[config.mk]
export PLATFORM = sky130hd
export DESIGN_NAME = serdes_status
export DESIGN_NICKNAME = d
export VERILOG_FILES = /design/src/logic/serdes_pkg.sv /design/src/logic/serdes_status.sv /design/src/logic/tx_shifter.sv
export SDC_FILE = /design/constraint.sdc
export NUM_CORES = 1
export LEC_CHECK = 0
export ABC_AREA = 1
export BUFFER_PORTS_ARGS = -buffer_cell sky130_fd_sc_hd__buf_2
export CORE_ASPECT_RATIO = 1.1
export CORE_MARGIN = 8
export CORE_UTILIZATION = 42
export CTS_BUF_LIST = sky130_fd_sc_hd__clkbuf_4 sky130_fd_sc_hd__clkbuf_8 sky130_fd_sc_hd__clkbuf_16
export CTS_CLUSTER_DIAMETER = 100
export CTS_CLUSTER_SIZE = 8
export DETAILED_ROUTE_END_ITERATION = 7
export MAX_ROUTING_LAYER = met4
export PLACE_DENSITY = 0.71
export SKIP_CTS_REPAIR_TIMING = 1
export SYNTH_ARGS = -nofsm -noshare
export SYNTH_HDL_FRONTEND = slang
export SYNTH_HIERARCHICAL = 1
export SYNTH_SLANG_ARGS = --single-unit
export TNS_END_PERCENT = 5
[constraint.sdc]
create_clock -name clk_sys_i -period 2.2 [get_ports clk_sys_i]
set_clock_uncertainty 0.2 [all_clocks]
set_input_delay 0.66 -clock clk_sys_i [delete_from_list [all_inputs] [get_ports clk_sys_i]]
set_output_delay 0.66 -clock clk_sys_i [all_outputs]
set_load 0.01 [all_outputs]
[src/logic/serdes_pkg.sv]
// What this block does
// - rx b byte: first bit at 0, read-only
// - rx b qualifier: read-only, ones mark valid bits
// - all-valid status implies all eight bits valid
// - mask bits: underflow 3, overflow 2, done 1, empty 0
// - underflow when sending with holding register empty
// - overflow when host writes before shift load
// - done when all data sent, nothing waiting
// - empty when holding byte moves to shifter
// - status read-only, same flags, upper reserved
// - flag reads one while pending
// - underflow set when sampling with no data
// - overflow set on early load, read clears
// - done set when byte finished, none queued
// - done needs one sent bit, read clears
// - data write clears empty flag
// - empty set again on shifter load
// - flags set regardless of mask
// - flags read zero outside transmit mode
// - qualifier picks data or preamble, lsb first
//
// Purpose: constants and types for the serializer status block
// Assumes: byte-wide host register port, one clock
// Notes:   all offsets are byte register addresses of the host port
package serdes_pkg;
    localparam logic [7:0] ADDR_RX_B_BYTE  = 8'h0b;
    localparam logic [7:0] ADDR_RX_B_QUAL  = 8'h0c;
    localparam logic [7:0] ADDR_TX_MASK    = 8'h0d;
    localparam logic [7:0] ADDR_TX_FLAGS   = 8'h0e;
    localparam logic [7:0] ADDR_TX_DATA    = 8'h0f;
    localparam logic [7:0] ADDR_TX_QUAL    = 8'h10;
    localparam logic [7:0] RST_BYTE        = 8'h00;
    localparam logic [3:0] RST_FLAGS       = 4'h0;
    localparam int         BIT_UNDERFLOW   = 3;
    localparam int         BIT_OVERFLOW    = 2;
    localparam int         BIT_DONE        = 1;
    localparam int         BIT_EMPTY       = 0;
    localparam int         FLAG_W          = 4;
    // host register access
    typedef struct packed {
        logic       wr;
        logic       rd;
        logic [7:0] addr;
        logic [7:0] wdata;
    } host_req_s;
    // received channel b byte with per-bit qualifier
    typedef struct packed {
        logic       load;
        logic [7:0] data;
        logic [7:0] qual;
    } rx_b_s;
    typedef enum logic [0:0] {
        TX_IDLE  = 1'b0,
        TX_SHIFT = 1'b1
    } tx_state_e;
endpackage

[src/logic/serdes_status.sv]
// Purpose: rx channel b byte registers and transmit holding/interrupt flags
// Assumes: host port gives one-cycle rd/wr strobes; read data registered
// Notes:   flags are forced to zero outside transmit mode
`timescale 1ns/1ps
module serdes_status (
    input  wire logic                  clk_sys_i,   // system clock
    input  wire logic                  rst_b_i,     // async reset, active low
    input  wire serdes_pkg::host_req_s host_i,      // host register request
    output logic [7:0]                 rdata_o,     // registered read data
    input  wire serdes_pkg::rx_b_s     rx_b_i,      // received channel b byte
    output logic                       rx_b_all_o,  // all bits of rx b valid
    input  wire logic                  tx_mode_i,   // transmit enable
    input  wire logic                  bit_en_i,    // bit time strobe
    output logic                       tx_bit_o,    // serial transmit bit
    output logic                       tx_data_o,   // bit is data, not preamble
    output logic                       irq_o        // interrupt, active high
);
    typedef struct packed {
        logic [7:0]                      rx_byte;
        logic [7:0]                      rx_qual;
        logic                            rx_all;
        logic [3:0]                      mask;
        logic [3:0]                      flags;
        logic [7:0]                      hold;
        logic [7:0]                      hold_qual;
        logic [7:0]                      tx_qual;
        logic                            full;
        logic                            any_sent;
        serdes_pkg::tx_state_e           st;
        logic [7:0]                      rdata;
    } st_s;
    st_s cur_ff;
    st_s nxt_cur;

    logic       sh_busy;
    logic       sh_last;
    logic       sh_sent;
    logic       sh_load;
    logic       wr_data;
    logic       wr_qual;
    logic       rd_flags;
    logic [3:0] set_f;

    assign wr_data  = host_i.wr && (host_i.addr == serdes_pkg::ADDR_TX_DATA);
    assign wr_qual  = host_i.wr && (host_i.addr == serdes_pkg::ADDR_TX_QUAL);
    assign rd_flags = host_i.rd && (host_i.addr == serdes_pkg::ADDR_TX_FLAGS);
    // load the shifter when a byte waits and the shifter is idle or finishing
    assign sh_load  = tx_mode_i && cur_ff.full && (!sh_busy || (bit_en_i && sh_last));

    tx_shifter u_shf (
        .clk_sys_i  (clk_sys_i),
        .rst_b_i    (rst_b_i),
        .bit_en_i   (bit_en_i),
        .load_i     (sh_load),
        .data_i     (cur_ff.hold),
        .qual_i     (cur_ff.hold_qual),
        .busy_o     (sh_busy),
        .last_o     (sh_last),
        .bit_o      (tx_bit_o),
        .bit_data_o (tx_data_o),
        .sent_o     (sh_sent)
    );

    always_comb begin
        nxt_cur = cur_ff;
        set_f   = 4'h0;
        if (rx_b_i.load) begin
            nxt_cur.rx_byte = rx_b_i.data;
            nxt_cur.rx_qual = rx_b_i.qual;
            nxt_cur.rx_all  = &rx_b_i.qual;
        end
        if (host_i.wr && host_i.addr == serdes_pkg::ADDR_TX_MASK) begin
            nxt_cur.mask = host_i.wdata[3:0];
        end
        if (wr_qual) begin
            nxt_cur.tx_qual = host_i.wdata;
        end
        // detections; mask does not gate them
        set_f[serdes_pkg::BIT_OVERFLOW]  = wr_data && cur_ff.full && !sh_load;
        set_f[serdes_pkg::BIT_UNDERFLOW] = cur_ff.st == serdes_pkg::TX_SHIFT && bit_en_i
                                           && !sh_busy && !cur_ff.full;
        set_f[serdes_pkg::BIT_DONE]      = sh_sent && !sh_busy && !cur_ff.full
                                           && cur_ff.any_sent;
        set_f[serdes_pkg::BIT_EMPTY]     = sh_load;
        if (wr_data) begin
            nxt_cur.hold      = host_i.wdata;
            nxt_cur.hold_qual = wr_qual ? host_i.wdata : cur_ff.tx_qual;
            nxt_cur.full      = 1'b1;
        end else if (sh_load) begin
            nxt_cur.full = 1'b0;
        end
        if (sh_sent) begin
            nxt_cur.any_sent = 1'b1;
        end
        // once sending has begun, every later bit time without data is an underflow
        case (cur_ff.st)
            serdes_pkg::TX_IDLE: begin
                if (sh_load) begin
                    nxt_cur.st = serdes_pkg::TX_SHIFT;
                end
            end
            serdes_pkg::TX_SHIFT: begin
                nxt_cur.st = serdes_pkg::TX_SHIFT;             // left only when transmit mode drops
            end
            default: nxt_cur.st = serdes_pkg::TX_IDLE;
        endcase
        // reads clear overflow, done, underflow; new events win over the clear
        if (rd_flags) begin
            nxt_cur.flags[serdes_pkg::BIT_OVERFLOW]  = 1'b0;
            nxt_cur.flags[serdes_pkg::BIT_DONE]      = 1'b0;
            nxt_cur.flags[serdes_pkg::BIT_UNDERFLOW] = 1'b0;
        end
        if (wr_data) begin
            nxt_cur.flags[serdes_pkg::BIT_EMPTY] = 1'b0;
        end
        nxt_cur.flags = nxt_cur.flags | set_f;
        if (!tx_mode_i) begin
            nxt_cur.flags    = serdes_pkg::RST_FLAGS;
            nxt_cur.any_sent = 1'b0;
            nxt_cur.st       = serdes_pkg::TX_IDLE;
        end
        nxt_cur.rdata = serdes_pkg::RST_BYTE;
        if (host_i.rd) begin
            case (host_i.addr)
                serdes_pkg::ADDR_RX_B_BYTE: nxt_cur.rdata = cur_ff.rx_byte;
                serdes_pkg::ADDR_RX_B_QUAL: nxt_cur.rdata = cur_ff.rx_qual;
                serdes_pkg::ADDR_TX_MASK:   nxt_cur.rdata = {4'h0, cur_ff.mask};
                serdes_pkg::ADDR_TX_FLAGS:  nxt_cur.rdata = {4'h0, cur_ff.flags};
                serdes_pkg::ADDR_TX_DATA:   nxt_cur.rdata = cur_ff.hold;
                serdes_pkg::ADDR_TX_QUAL:   nxt_cur.rdata = cur_ff.tx_qual;
                default:                    nxt_cur.rdata = serdes_pkg::RST_BYTE;
            endcase
        end
    end

    always_ff @(posedge clk_sys_i or negedge rst_b_i) begin
        if (!rst_b_i) begin
            cur_ff    <= '0;
            cur_ff.st <= serdes_pkg::TX_IDLE;
        end else begin
            cur_ff <= nxt_cur;
        end
    end

    assign rdata_o    = cur_ff.rdata;
    assign rx_b_all_o = cur_ff.rx_all;
    assign irq_o      = |(cur_ff.flags & cur_ff.mask);
endmodule // serdes_status

[src/logic/tx_shifter.sv]
// Purpose: transmit shift register, sends qualified bits lsb first
// Assumes: bit_en_i is a one-cycle bit-time strobe
// Notes:   a bit whose qualifier is zero is sent as preamble if a higher bit is qualified
`timescale 1ns/1ps
module tx_shifter (
    input  wire logic       clk_sys_i,   // system clock
    input  wire logic       rst_b_i,     // async reset, active low
    input  wire logic       bit_en_i,    // bit time strobe
    input  wire logic       load_i,      // load new byte this cycle
    input  wire logic [7:0] data_i,      // byte to load
    input  wire logic [7:0] qual_i,      // qualifier to load
    output logic            busy_o,      // qualified bits remain
    output logic            last_o,      // current bit is last qualified
    output logic            bit_o,       // serial bit
    output logic            bit_data_o,  // high: data, low: preamble
    output logic            sent_o       // one bit went out
);
    typedef struct packed {
        logic [7:0] data;
        logic [7:0] qual;
        logic       bit_q;
        logic       is_data;
        logic       sent;
    } shf_s;
    shf_s cur_ff;
    shf_s nxt_cur;

    assign busy_o = |cur_ff.qual;
    assign last_o = (cur_ff.qual[7:1] == 7'h00);

    always_comb begin
        nxt_cur      = cur_ff;
        nxt_cur.sent = 1'b0;
        if (bit_en_i && busy_o) begin
            nxt_cur.bit_q   = cur_ff.data[0];
            nxt_cur.is_data = cur_ff.qual[0];
            nxt_cur.data    = {1'b0, cur_ff.data[7:1]};
            nxt_cur.qual    = {1'b0, cur_ff.qual[7:1]};
            nxt_cur.sent    = 1'b1;
        end
        // a load in the last bit time must not swallow that last bit
        if (load_i) begin
            nxt_cur.data = data_i;
            nxt_cur.qual = qual_i;
        end
    end

    always_ff @(posedge clk_sys_i or negedge rst_b_i) begin
        if (!rst_b_i) begin
            cur_ff <= '0;
        end else begin
            cur_ff <= nxt_cur;
        end
    end

    assign bit_o      = cur_ff.bit_q;
    assign bit_data_o = cur_ff.is_data;
    assign sent_o     = cur_ff.sent;
endmodule // tx_shifter

# Word-level counts from Yosys, hierarchy flattened
# Cells that the tools add are included.
totals:
  mem_count: 0
  in_bits: 39
  register_bits: 79
  mem_bits_ro: 0
  word_cells: 67
  latchBits: 0
  mem_bits_rw: 0
classes:
  n_lt_le_gt_ge: 0
  n_mul: 0
  eq_ne: 7
  shifts: 0
  div: 0
  muxes: 14
  add_sub_neg: 0
  reduce_logical: 26
  bitwise: 3
ops:
  columns: ["operator", "n"]
  rows:
  - ["$pmux W8 S6", 1]
  - ["$eq A8 B4 Y1 const B", 5]
  - ["$mux W19", 1]
  - ["$logic_and A1 B1 Y1", 16]
  - ["$mux W16", 1]
  - ["$mux W8", 2]
  - ["$eq A8 B5 Y1 const B", 1]
  - ["$reduce_and A8 Y1", 1]
  - ["$reduce_or A8 Y1", 1]
  - ["$logic_not A7 Y1", 1]
  - ["$mux W1", 5]
  - ["$and A4 B4 Y4", 1]
  - ["$mux W4", 1]
  - ["$or A4 B4 Y4", 1]
  - ["$reduce_bool A2 Y1", 2]
  - ["$reduce_or A4 Y1", 1]
  - ["$logic_not A1 Y1", 3]
  - ["$mux W3", 1]
  - ["$mux W2", 1]
  - ["$ne A2 B1 Y1 const B", 1]
  - ["$pmux W1 S2", 1]
  - ["$logic_or A1 B1 Y1", 1]
  - ["$not A1 Y1", 1]

# Logic depth before layout (Yosys ltp)
# Gate-level depths: netlist of run 1.
logic_depth:
  ltp_word: 8
  mapped_depth: 14
  ltp_nobuf: 12

# Modules after synthesis
# Netlist of run 1, hierarchy kept.
modules_own_cells:
  columns: ["mod", "n_inst", "area_per_inst_um2", "cells_per_inst", "seq_area_each_um2"]
  rows:
  - ["serdes_status", 1, 2934.1, 335, 1501.4]
  - ["tx_shifter", 1, 1091.0, 154, 475.5]

# Worst setup path before layout of run 1
# Ideal clock, no wire load.
synth_timing:
  path_kind: "flip-flop to flip-flop"
  from: "reg u_shf/cur_ff[10] in the netlist's numbering"
  to: "reg u_shf/cur_ff[5] in the netlist's numbering"
  path_slack_ns: 0.245
  synth_period_minus_slack_ns: 1.955
  path_stages_with_launch: 14
  t_arrival_ns: 1.636
  n_path_buf: 3
  setup_time_ns: 0.119
  path_cell_list: "dfrtp_1 -> inv_2 -> nand2_2 -> nor2_2 -> nand2_4 -> buf_6 -> nand2_1 -> nand3_1 -> inv_1 -> buf_4 -> buf_2 -> nor2_1 -> a21oi_1 -> nand2_1"
synth_between:
  elab_chain_len: 5
  word_cells_on_any_way: 9
  cone_classes: "mux (1); reduce/logical (8)"
synth_lines:
  columns: ["element", "line_no", "source"]
  rows:
  - ["start, declared", "tx_shifter.sv:25", "shf_s cur_ff;"]
  - ["start signal, assigned", "tx_shifter.sv:52", "cur_ff <= nxt_cur;"]
  - ["$reduce_or A8 Y1 (*)", "tx_shifter.sv:28", "assign busy_o = |cur_ff.qual;"]
  - ["net sh_busy", "serdes_status.sv:35", "logic sh_busy;"]
  - ["$logic_not A1 Y1 (*)", "serdes_status.sv:48", "assign sh_load = tx_mode_i && cur_ff.full && (!sh_busy || (bit_en_i && sh_last));"]
  - ["$logic_or A1 B1 Y1 (*)", "serdes_status.sv:48", null]
  - ["$logic_and A1 B1 Y1 (*)", "serdes_status.sv:48", null]
  - ["net sh_load", "serdes_status.sv:38", "logic sh_load;"]
  - ["$mux W16 / $reduce_bool A2 Y1 (equally long branches)", null, null]
# Mark *: on every way through the listed nets, which the timed path passes. The rest lies on a longest branch.
# A chain may end at the register's enable or synchronous reset.

==> impl_metrics.env, run 1 <==
export IMPL_critPathSlowestCell="dfrtp_1"
export IMPL_max_stage_delay_ps=410
export IMPL_synth_compound_area_share=0.04041
export IMPL_avgSynthCellArea_um2=8.231
export IMPL_p_sw_mw=1.294
export IMPL_clkTransAtPathRegs_ps=100
export IMPL_drt_iter0_markers=234
export IMPL_wire_per_inst_um=13.74
export IMPL_drt_pass1_iterations=5
export IMPL_grt_max_degree=55
export IMPL_clk_path_buf_depth=2
export IMPL_first_global_vias=3261
export IMPL_core_mm2=0.009351
export IMPL_end_kind="output pin"
export IMPL_drt_wl_total_um=9043
export IMPL_ys_ff_latch=79
export IMPL_clk_latency_ps=350
export IMPL_cts_tree="yes"
export IMPL_cts_htree_levels=3
export IMPL_status="complete, no violations"
export IMPL_cts_inserted_buffers=9
export IMPL_finalCritPeriodShare=0.8924
export IMPL_start_util=0.4304
export IMPL_cp_arrival_ps=1100
export IMPL_nFillCells=919
export IMPL_critPathKind="reg2out"
export IMPL_antenna_found_initial=0
export IMPL_total_power_mw=3.839
export IMPL_period_minus_slack_ps=1963
export IMPL_cts_sink_count=79
export IMPL_seq_area_mm2=0.001977
export IMPL_p_comb_frac=0.244
export IMPL_synth_seq_area_share=0.4911
export IMPL_synth_fa_ha_area_frac=0
export IMPL_drive_above_1_share=0.2218
export IMPL_fp_dieH_um=118.7
export IMPL_crit_chain="nand2_1 -> nand4_1 -> buf_2"
export IMPL_max_slew_margin=0.7363
export IMPL_p_leak_nw=2.413
export IMPL_crit_fanout=3
export IMPL_fmax_ghz=0.5093
export IMPL_drv_cap=0
export IMPL_hold_viol_final=0
export IMPL_cellPowerDensity_mw_per_mm2=843.2
export IMPL_setup_viol=0
export IMPL_die_area_mm2=0.01298
export IMPL_power_frac_seq=0.458
export IMPL_clkPwrFrac=0.298
export IMPL_synth_distinct_cells=30
export IMPL_cp_required_ps=1340
export IMPL_tightest_slew_ps=395.6
export IMPL_slew_viol_final=0
export IMPL_io_buffers=50
export IMPL_netlist_instances=489
export IMPL_swShare=0.3371
export IMPL_synth_top_cell_by_area="dfrtp_1"
export IMPL_synth_top_area_frac=0.4911
export IMPL_hpwl_um=6819
export IMPL_die_x_um=109.3
export IMPL_max_vdd_ir_drop_mv=0.3599
export IMPL_synth_top_family_by_area="simple AND/OR/NAND/NOR gates"
export IMPL_synth_area_leaders="dfrtp_1, nand2_1, nand3_1, inv_1, nor2_1"
export IMPL_whs_ps=7.554
export IMPL_gp_congestion=0.8615
export IMPL_drc_errors=0
export IMPL_start_kind="flip-flop"
export IMPL_insertedDiodeCount=0
export IMPL_intPower_mw=2.545
export IMPL_antenna_left=0
export IMPL_synth_xor_xnor_area_share=0
export IMPL_io_pins=51
export IMPL_num_rows=37
export IMPL_vias=3319
export IMPL_root_buffer="clkbuf_8"
export IMPL_rsz0062_at_grt="no"
export IMPL_synth_mux_area_frac=0.03077
export IMPL_multi_input_area_mm2=0.001642
export IMPL_hold_class="in2async"
export IMPL_via_per_inst=5.044
export IMPL_grt_usage=0.1528
export IMPL_finalNetCount=575
export IMPL_grt_overflow=0
export IMPL_fin_tns_setup_ps=0
export IMPL_syn_nets=528
export IMPL_r2r_cells=13
export IMPL_area_growth_pct=13.12
export IMPL_grt_pass1_wl_um=15530
export IMPL_ys_warn_count=6
export IMPL_synthSimpleGateAreaFrac=0.3366
export IMPL_syn_cell_area_mm2=0.004025
## critical path: cells and delay by family, from the launching register on
kind,cells,cell delay [ps]
buf+inv,1,160
simple gates,2,190
flops,1,410
## registers in the layout, indices dropped and copies added, names as in the netlist
register / flops
rdata_o: 8
u_shf/bit_o: 1
u_shf/sent_o: 1
rx_b_all_o: 1
u_shf/cur_ff: 16
cur_ff: 51
u_shf/bit_data_o: 1
## layout make-up
| type | count | share of cell area |
|---|---|---|
| clock buffer | 10 | 0.03023 |
| inverter | 57 | 0.04809 |
| timing repair buffer | 60 | 0.07832 |
| sequential | 79 | 0.4342 |
| tap | 117 | 0.03215 |
| clock inverter | 6 | 0.01649 |
| multi-input combinational | 329 | 0.3605 |
## logic make-up (layout without fill, tap and decap cells)
logic type	count (synthesis)	in the layout
AO/OA/AOI/OAI	31	31
buffers and inverters	81	133
multiplexers	11	11
flip-flops	79	79
AND/OR/NAND/NOR	287	287
## metal layers
layer  vias up  part of all wire  GRT usage
met3        10             0.048    0.02935
li1       1645                 -          -
met2        79              0.47     0.2275
met4         0             0.014    0.05241
met5         -                 0          -
met1      1585              0.46     0.2023
## cell usage in the layout, fill, tap and decap left out, types with 2 or more instances in the layout
cell      synthesis  layout
nand2_1         127     127
nand3_1          79      79
dfrtp_1          79      79
buf_2             6      49
inv_1            48      48
nor2_1           38      38
o21ai_0          22      22
mux2_2           11      11
clkbuf_8          0      10
nand3b_1          9       9
nand2_2           8       8
and2_1            8       8
buf_4            11       8
inv_2             6       7
nor2_2            5       5
a21oi_1           4       4
nand2_4           3       3
o21ai_1           3       3
nor2_8            2       2
nor2_4            2       2
nand4_1           2       2
inv_4             2       2
nand3_2           2       2
inv_6             0       2
buf_12            0       2
## metrics by stage
stage,setup WS (ps),instances,cell area [um2],utilization
final,236.7,658,4553,0.4869
after global routing,35.58,658,4553,0.4869
after CTS,164.4,658,4549,0.4865
after detailed placement,119.3,642,4337,0.4637
after global placement,131.7,642,4337,0.4637
after floorplan,245.2,489,4025,-
## cell usage after synthesis
master    number
buf_4         11
nor4_1         1
dfrtp_1       79
inv_2          6
buf_2          6
nand4_1        2
and2_1         8
mux2_2        11
buf_6          5
a21oi_1        4
nand3b_1       9
clkbuf_1       1
nand2_1      127
nand3_2        2
or2_2          1
nor2_8         2
nor2_2         5
inv_4          2
clkinv_1       1
nor2_4         2
o32ai_1        1
nor2_1        38
o21ai_1        3
o21ai_0       22
inv_1         48
nand3_1       79
nand2_2        8
o21ai_2        1
nand2_4        3
buf_8          1
## path summary, 6_finish.rpt
path | from | end | slack [ps]
hold / removal | rst_b_i | cur_ff[52] | 8
min in group clk_sys_i | u_shf/bit_o | u_shf/bit_o | 280
hold reg to reg | u_shf/bit_o | u_shf/bit_o | 280
max in group asynchronous | rst_b_i | u_shf/bit_o | 1170
setup reg to reg | u_shf/cur_ff[5] | u_shf/cur_ff[7] | 240
setup / recovery | cur_ff[36] | irq_o | 240
## power by group through the flow
stage	Sequential [mW]	Combinational (mW)	Clock, mW
detailed placement	1.78	0.947	0
CTS	1.76	0.944	1.17
global route	1.78	1.07	1.24
finish	1.76	0.938	1.14
floorplan	1.75	0.814	0
global placement	1.78	0.922	0
No activity file was read; power rests on OpenSTA's default activity.
==> run 2, diff against run 1 <==
ABC_AREA = not set   (was 1)
==> run 2 against run 1 <==
  * The flow now finishes with violations (setup timing)
  * Cell count fell by 23%
  * Count of clock-buffer cells in the layout up 3
  * Area after synthesis fell by 9.1%
  * Synthesized cell count decreased by 32%
  * Largest power group unchanged
  * Critical path type is now reg2reg
==> impl_metrics.env, run 2 <==
export IMPL_synth_area_leaders="dfrtp_1, mux2_2, nand2_1, o21ai_0, mux2i_1"
export IMPL_core_mm2=0.008408
export IMPL_drc_errors=0
export IMPL_fin_ws_ps=-8.973
export IMPL_hpwl_um=6405
export IMPL_io_pins=51
export IMPL_cts_tree="yes"
export IMPL_hold_class="reg2reg"
export IMPL_largest_reg_flops=51
export IMPL_p_sw_uw=722.2
export IMPL_synth_edff_count=0
export IMPL_crit_chain="or4_4 -> nor4_4 -> nand2_1 -> a21oi_4 -> buf_4 -> inv_1 -> o2111ai_1 -> o211ai_1"
export IMPL_max_vdd_ir_drop_mv=0.2942
export IMPL_die_area_mm2=0.01196
export IMPL_finalCritPeriodShare=1.004
export IMPL_syn_cell_area_mm2=0.003659
export IMPL_insertedDiodeCount=0
export IMPL_drive_above_1_share=0.3157
export IMPL_critPathSlowestCell="or4_4"
export IMPL_postPlaceCellArea_mm2=0.004085
export IMPL_area_growth_pct=19.15
export IMPL_critPathKind="reg2reg"
export IMPL_cts_sink_count=79
export IMPL_end_kind="flip-flop"
export IMPL_cellPowerDensity_mw_per_mm2=716.9
export IMPL_whs_ps=272.9
export IMPL_fin_area_mm2=0.004359
export IMPL_clkPwrFrac=0.392
export IMPL_start_util=0.4351
export IMPL_antenna_found_initial=0
export IMPL_grt_max_degree=35
export IMPL_largest_register="cur_ff"
export IMPL_first_global_vias=2853
export IMPL_avgSynthCellArea_um2=11.05
export IMPL_num_rows=35
export IMPL_clk_path_buf_depth=2
export IMPL_wire_per_inst_um=16.46
export IMPL_ys_async_sr_fraction=1.000
export IMPL_crit_buf_inv=2
export IMPL_grt_pass1_wl_um=14100
export IMPL_cp_required_ps=2220
export IMPL_clkTransAtPathRegs_ps=70
export IMPL_antenna_left=0
export IMPL_vias=2694
export IMPL_ys_ff_latch=79
export IMPL_tightest_slew_ps=401.7
export IMPL_ys_top_cells_by_count="dfrtp_1, nand2_1, o21ai_0, inv_1, mux2_2"
export IMPL_drv_cap=0
export IMPL_total_power_mw=3.125
export IMPL_finalNetCount=430
export IMPL_final_cell_mix="dfrtp_1, buf_2, nand2_1"
export IMPL_critical_path_top_delay_family="simple AND/OR/NAND/NOR gates"
export IMPL_p_leak_nw=2.027
export IMPL_max_stage_delay_ps=580
export IMPL_max_slew_margin=0.7322
export IMPL_syn_nets=370
export IMPL_crit_fanout=7
export IMPL_violations="setup timing"
export IMPL_hold_viol_final=0
export IMPL_setup_viol=1
export IMPL_power_frac_seq=0.510
export IMPL_period_minus_slack_ps=2209
export IMPL_synth_top_area_frac=0.5404
export IMPL_swShare=0.2311
export IMPL_grt_usage=0.1489
export IMPL_start_kind="flip-flop"
export IMPL_layout_commonest_cell="dfrtp_1"
export IMPL_clk_latency_ps=340
export IMPL_synthMostInstantiatedCell="dfrtp_1"
export IMPL_cp_arrival_ps=2230
export IMPL_ys_warn_count=6
export IMPL_via_per_inst=5.314
export IMPL_synth_ff_type="dfrtp_1"
export IMPL_fp_dieH_um=113.9
export IMPL_intPower_mw=2.403
export IMPL_p_comb_frac=0.097
export IMPL_netlist_instances=331
export IMPL_synth_seq_area_share=0.5404
export IMPL_root_buffer="clkbuf_8"
export IMPL_slew_viol_final=0
export IMPL_drt_iter0_markers=85
export IMPL_synth_top_cell_by_area="dfrtp_1"
export IMPL_rsz0062_at_grt="yes"
export IMPL_drt_pass1_iterations=4
export IMPL_cts_htree_levels=3
export IMPL_drt_wl_total_um=8347
export IMPL_io_buffers=50
export IMPL_cts_inserted_buffers=9
export IMPL_synth_distinct_cells=48
export IMPL_fmax_ghz=0.4527
export IMPL_gp_congestion=0.8035
export IMPL_die_x_um=105.0
export IMPL_status="finished, violations left"
export IMPL_grt_overflow=0
run 2: cell types whose count changed in the layout (fill, tap and decap cells not counted), sizes merged, moves of 12 or more:
cell   change
a22oi     +15
nor2      -37
buf       +12
nand2     -91
inv       -40
nand3     -80
mux2i     +15
run 2: logic make-up (layout without fill, tap and decap cells):
group                  Yosys count  after routing  share of synthesized area
buffers and inverters           44            109                    0.06019
AND/OR/NAND/NOR                 80             80                     0.1211
AO/OA/AOI/OAI                   93             93                     0.1748
multiplexers                    35             35                     0.1036
flip-flops                      79             79                     0.5404
run 2: final timing paths:
kind                            cells after the start             from  slack [ps]                to
worst max-delay path                                8  u_shf/cur_ff[4]          -9  u_shf/cur_ff[17]
worst min-delay path                                1        cur_ff[8]         270         cur_ff[8]
worst max register to register                      8  u_shf/cur_ff[4]          -9  u_shf/cur_ff[17]
worst min register to register                      1        cur_ff[8]         270         cur_ff[8]
max in group asynchronous                           3          rst_b_i         800         cur_ff[8]
min in group asynchronous                           2          rst_b_i         510        cur_ff[50]
run 2: power by group through the flow:
| stage | logic (mW) | clock network (mW) | registers (mW) |
|---|---|---|---|
| 2_1_floorplan | 0.174 | 0 | 1.60 |
| 4_1_cts | 0.301 | 1.25 | 1.60 |
| 5_1_grt | 0.339 | 1.31 | 1.61 |
| 3_3_place_gp | 0.289 | 0 | 1.62 |
| 3_5_place_dp | 0.302 | 0 | 1.62 |
| 6_report | 0.304 | 1.23 | 1.59 |
run 2: layer usage:
| layer | part of all wire | vias to the layer above | global-route usage | wire, um |
|---|---|---|---|---|
| li1 | - | 1300 | - | - |
| met1 | 0.44 | 1339 | 0.1776 | 3693 |
| met2 | 0.52 | 48 | 0.2481 | 4301 |
| met3 | 0.031 | 7 | 0.02594 | 261 |
| met4 | 0.011 | 0 | 0.05429 | 91 |
| met5 | 0 | - | - | 0 |
run 2: metrics by stage:
| step | setup TNS (ps) | worst slack, ps | utilization | cells |
|---|---|---|---|---|
| 3_3_place_gp | 0 | 40.72 | 0.4859 | 488 |
| 3_5_place_dp | -754.4 | -117.1 | 0.4859 | 488 |
| 2_1_floorplan | -918.5 | -152.7 | - | 331 |
| 6_report | -8.973 | -8.973 | 0.5185 | 507 |
| 4_1_cts | -925.6 | -125.8 | 0.5134 | 504 |
| 5_1_grt | -1209 | -111.8 | 0.5185 | 507 |
run 2: final cells by class:
| cell class | instances | area (um2) |
|---|---|---|
| Clock buffer | 13 | 166.4 |
| Clock inverter | 3 | 65.06 |
| Tap cell | 111 | 138.9 |
| Inverter | 20 | 75.07 |
| Sequential cell | 79 | 1977 |
| Multi-Input combinational cell | 208 | 1496 |
| Fill cell | 801 | 4049 |
| Timing Repair Buffer | 73 | 440.4 |
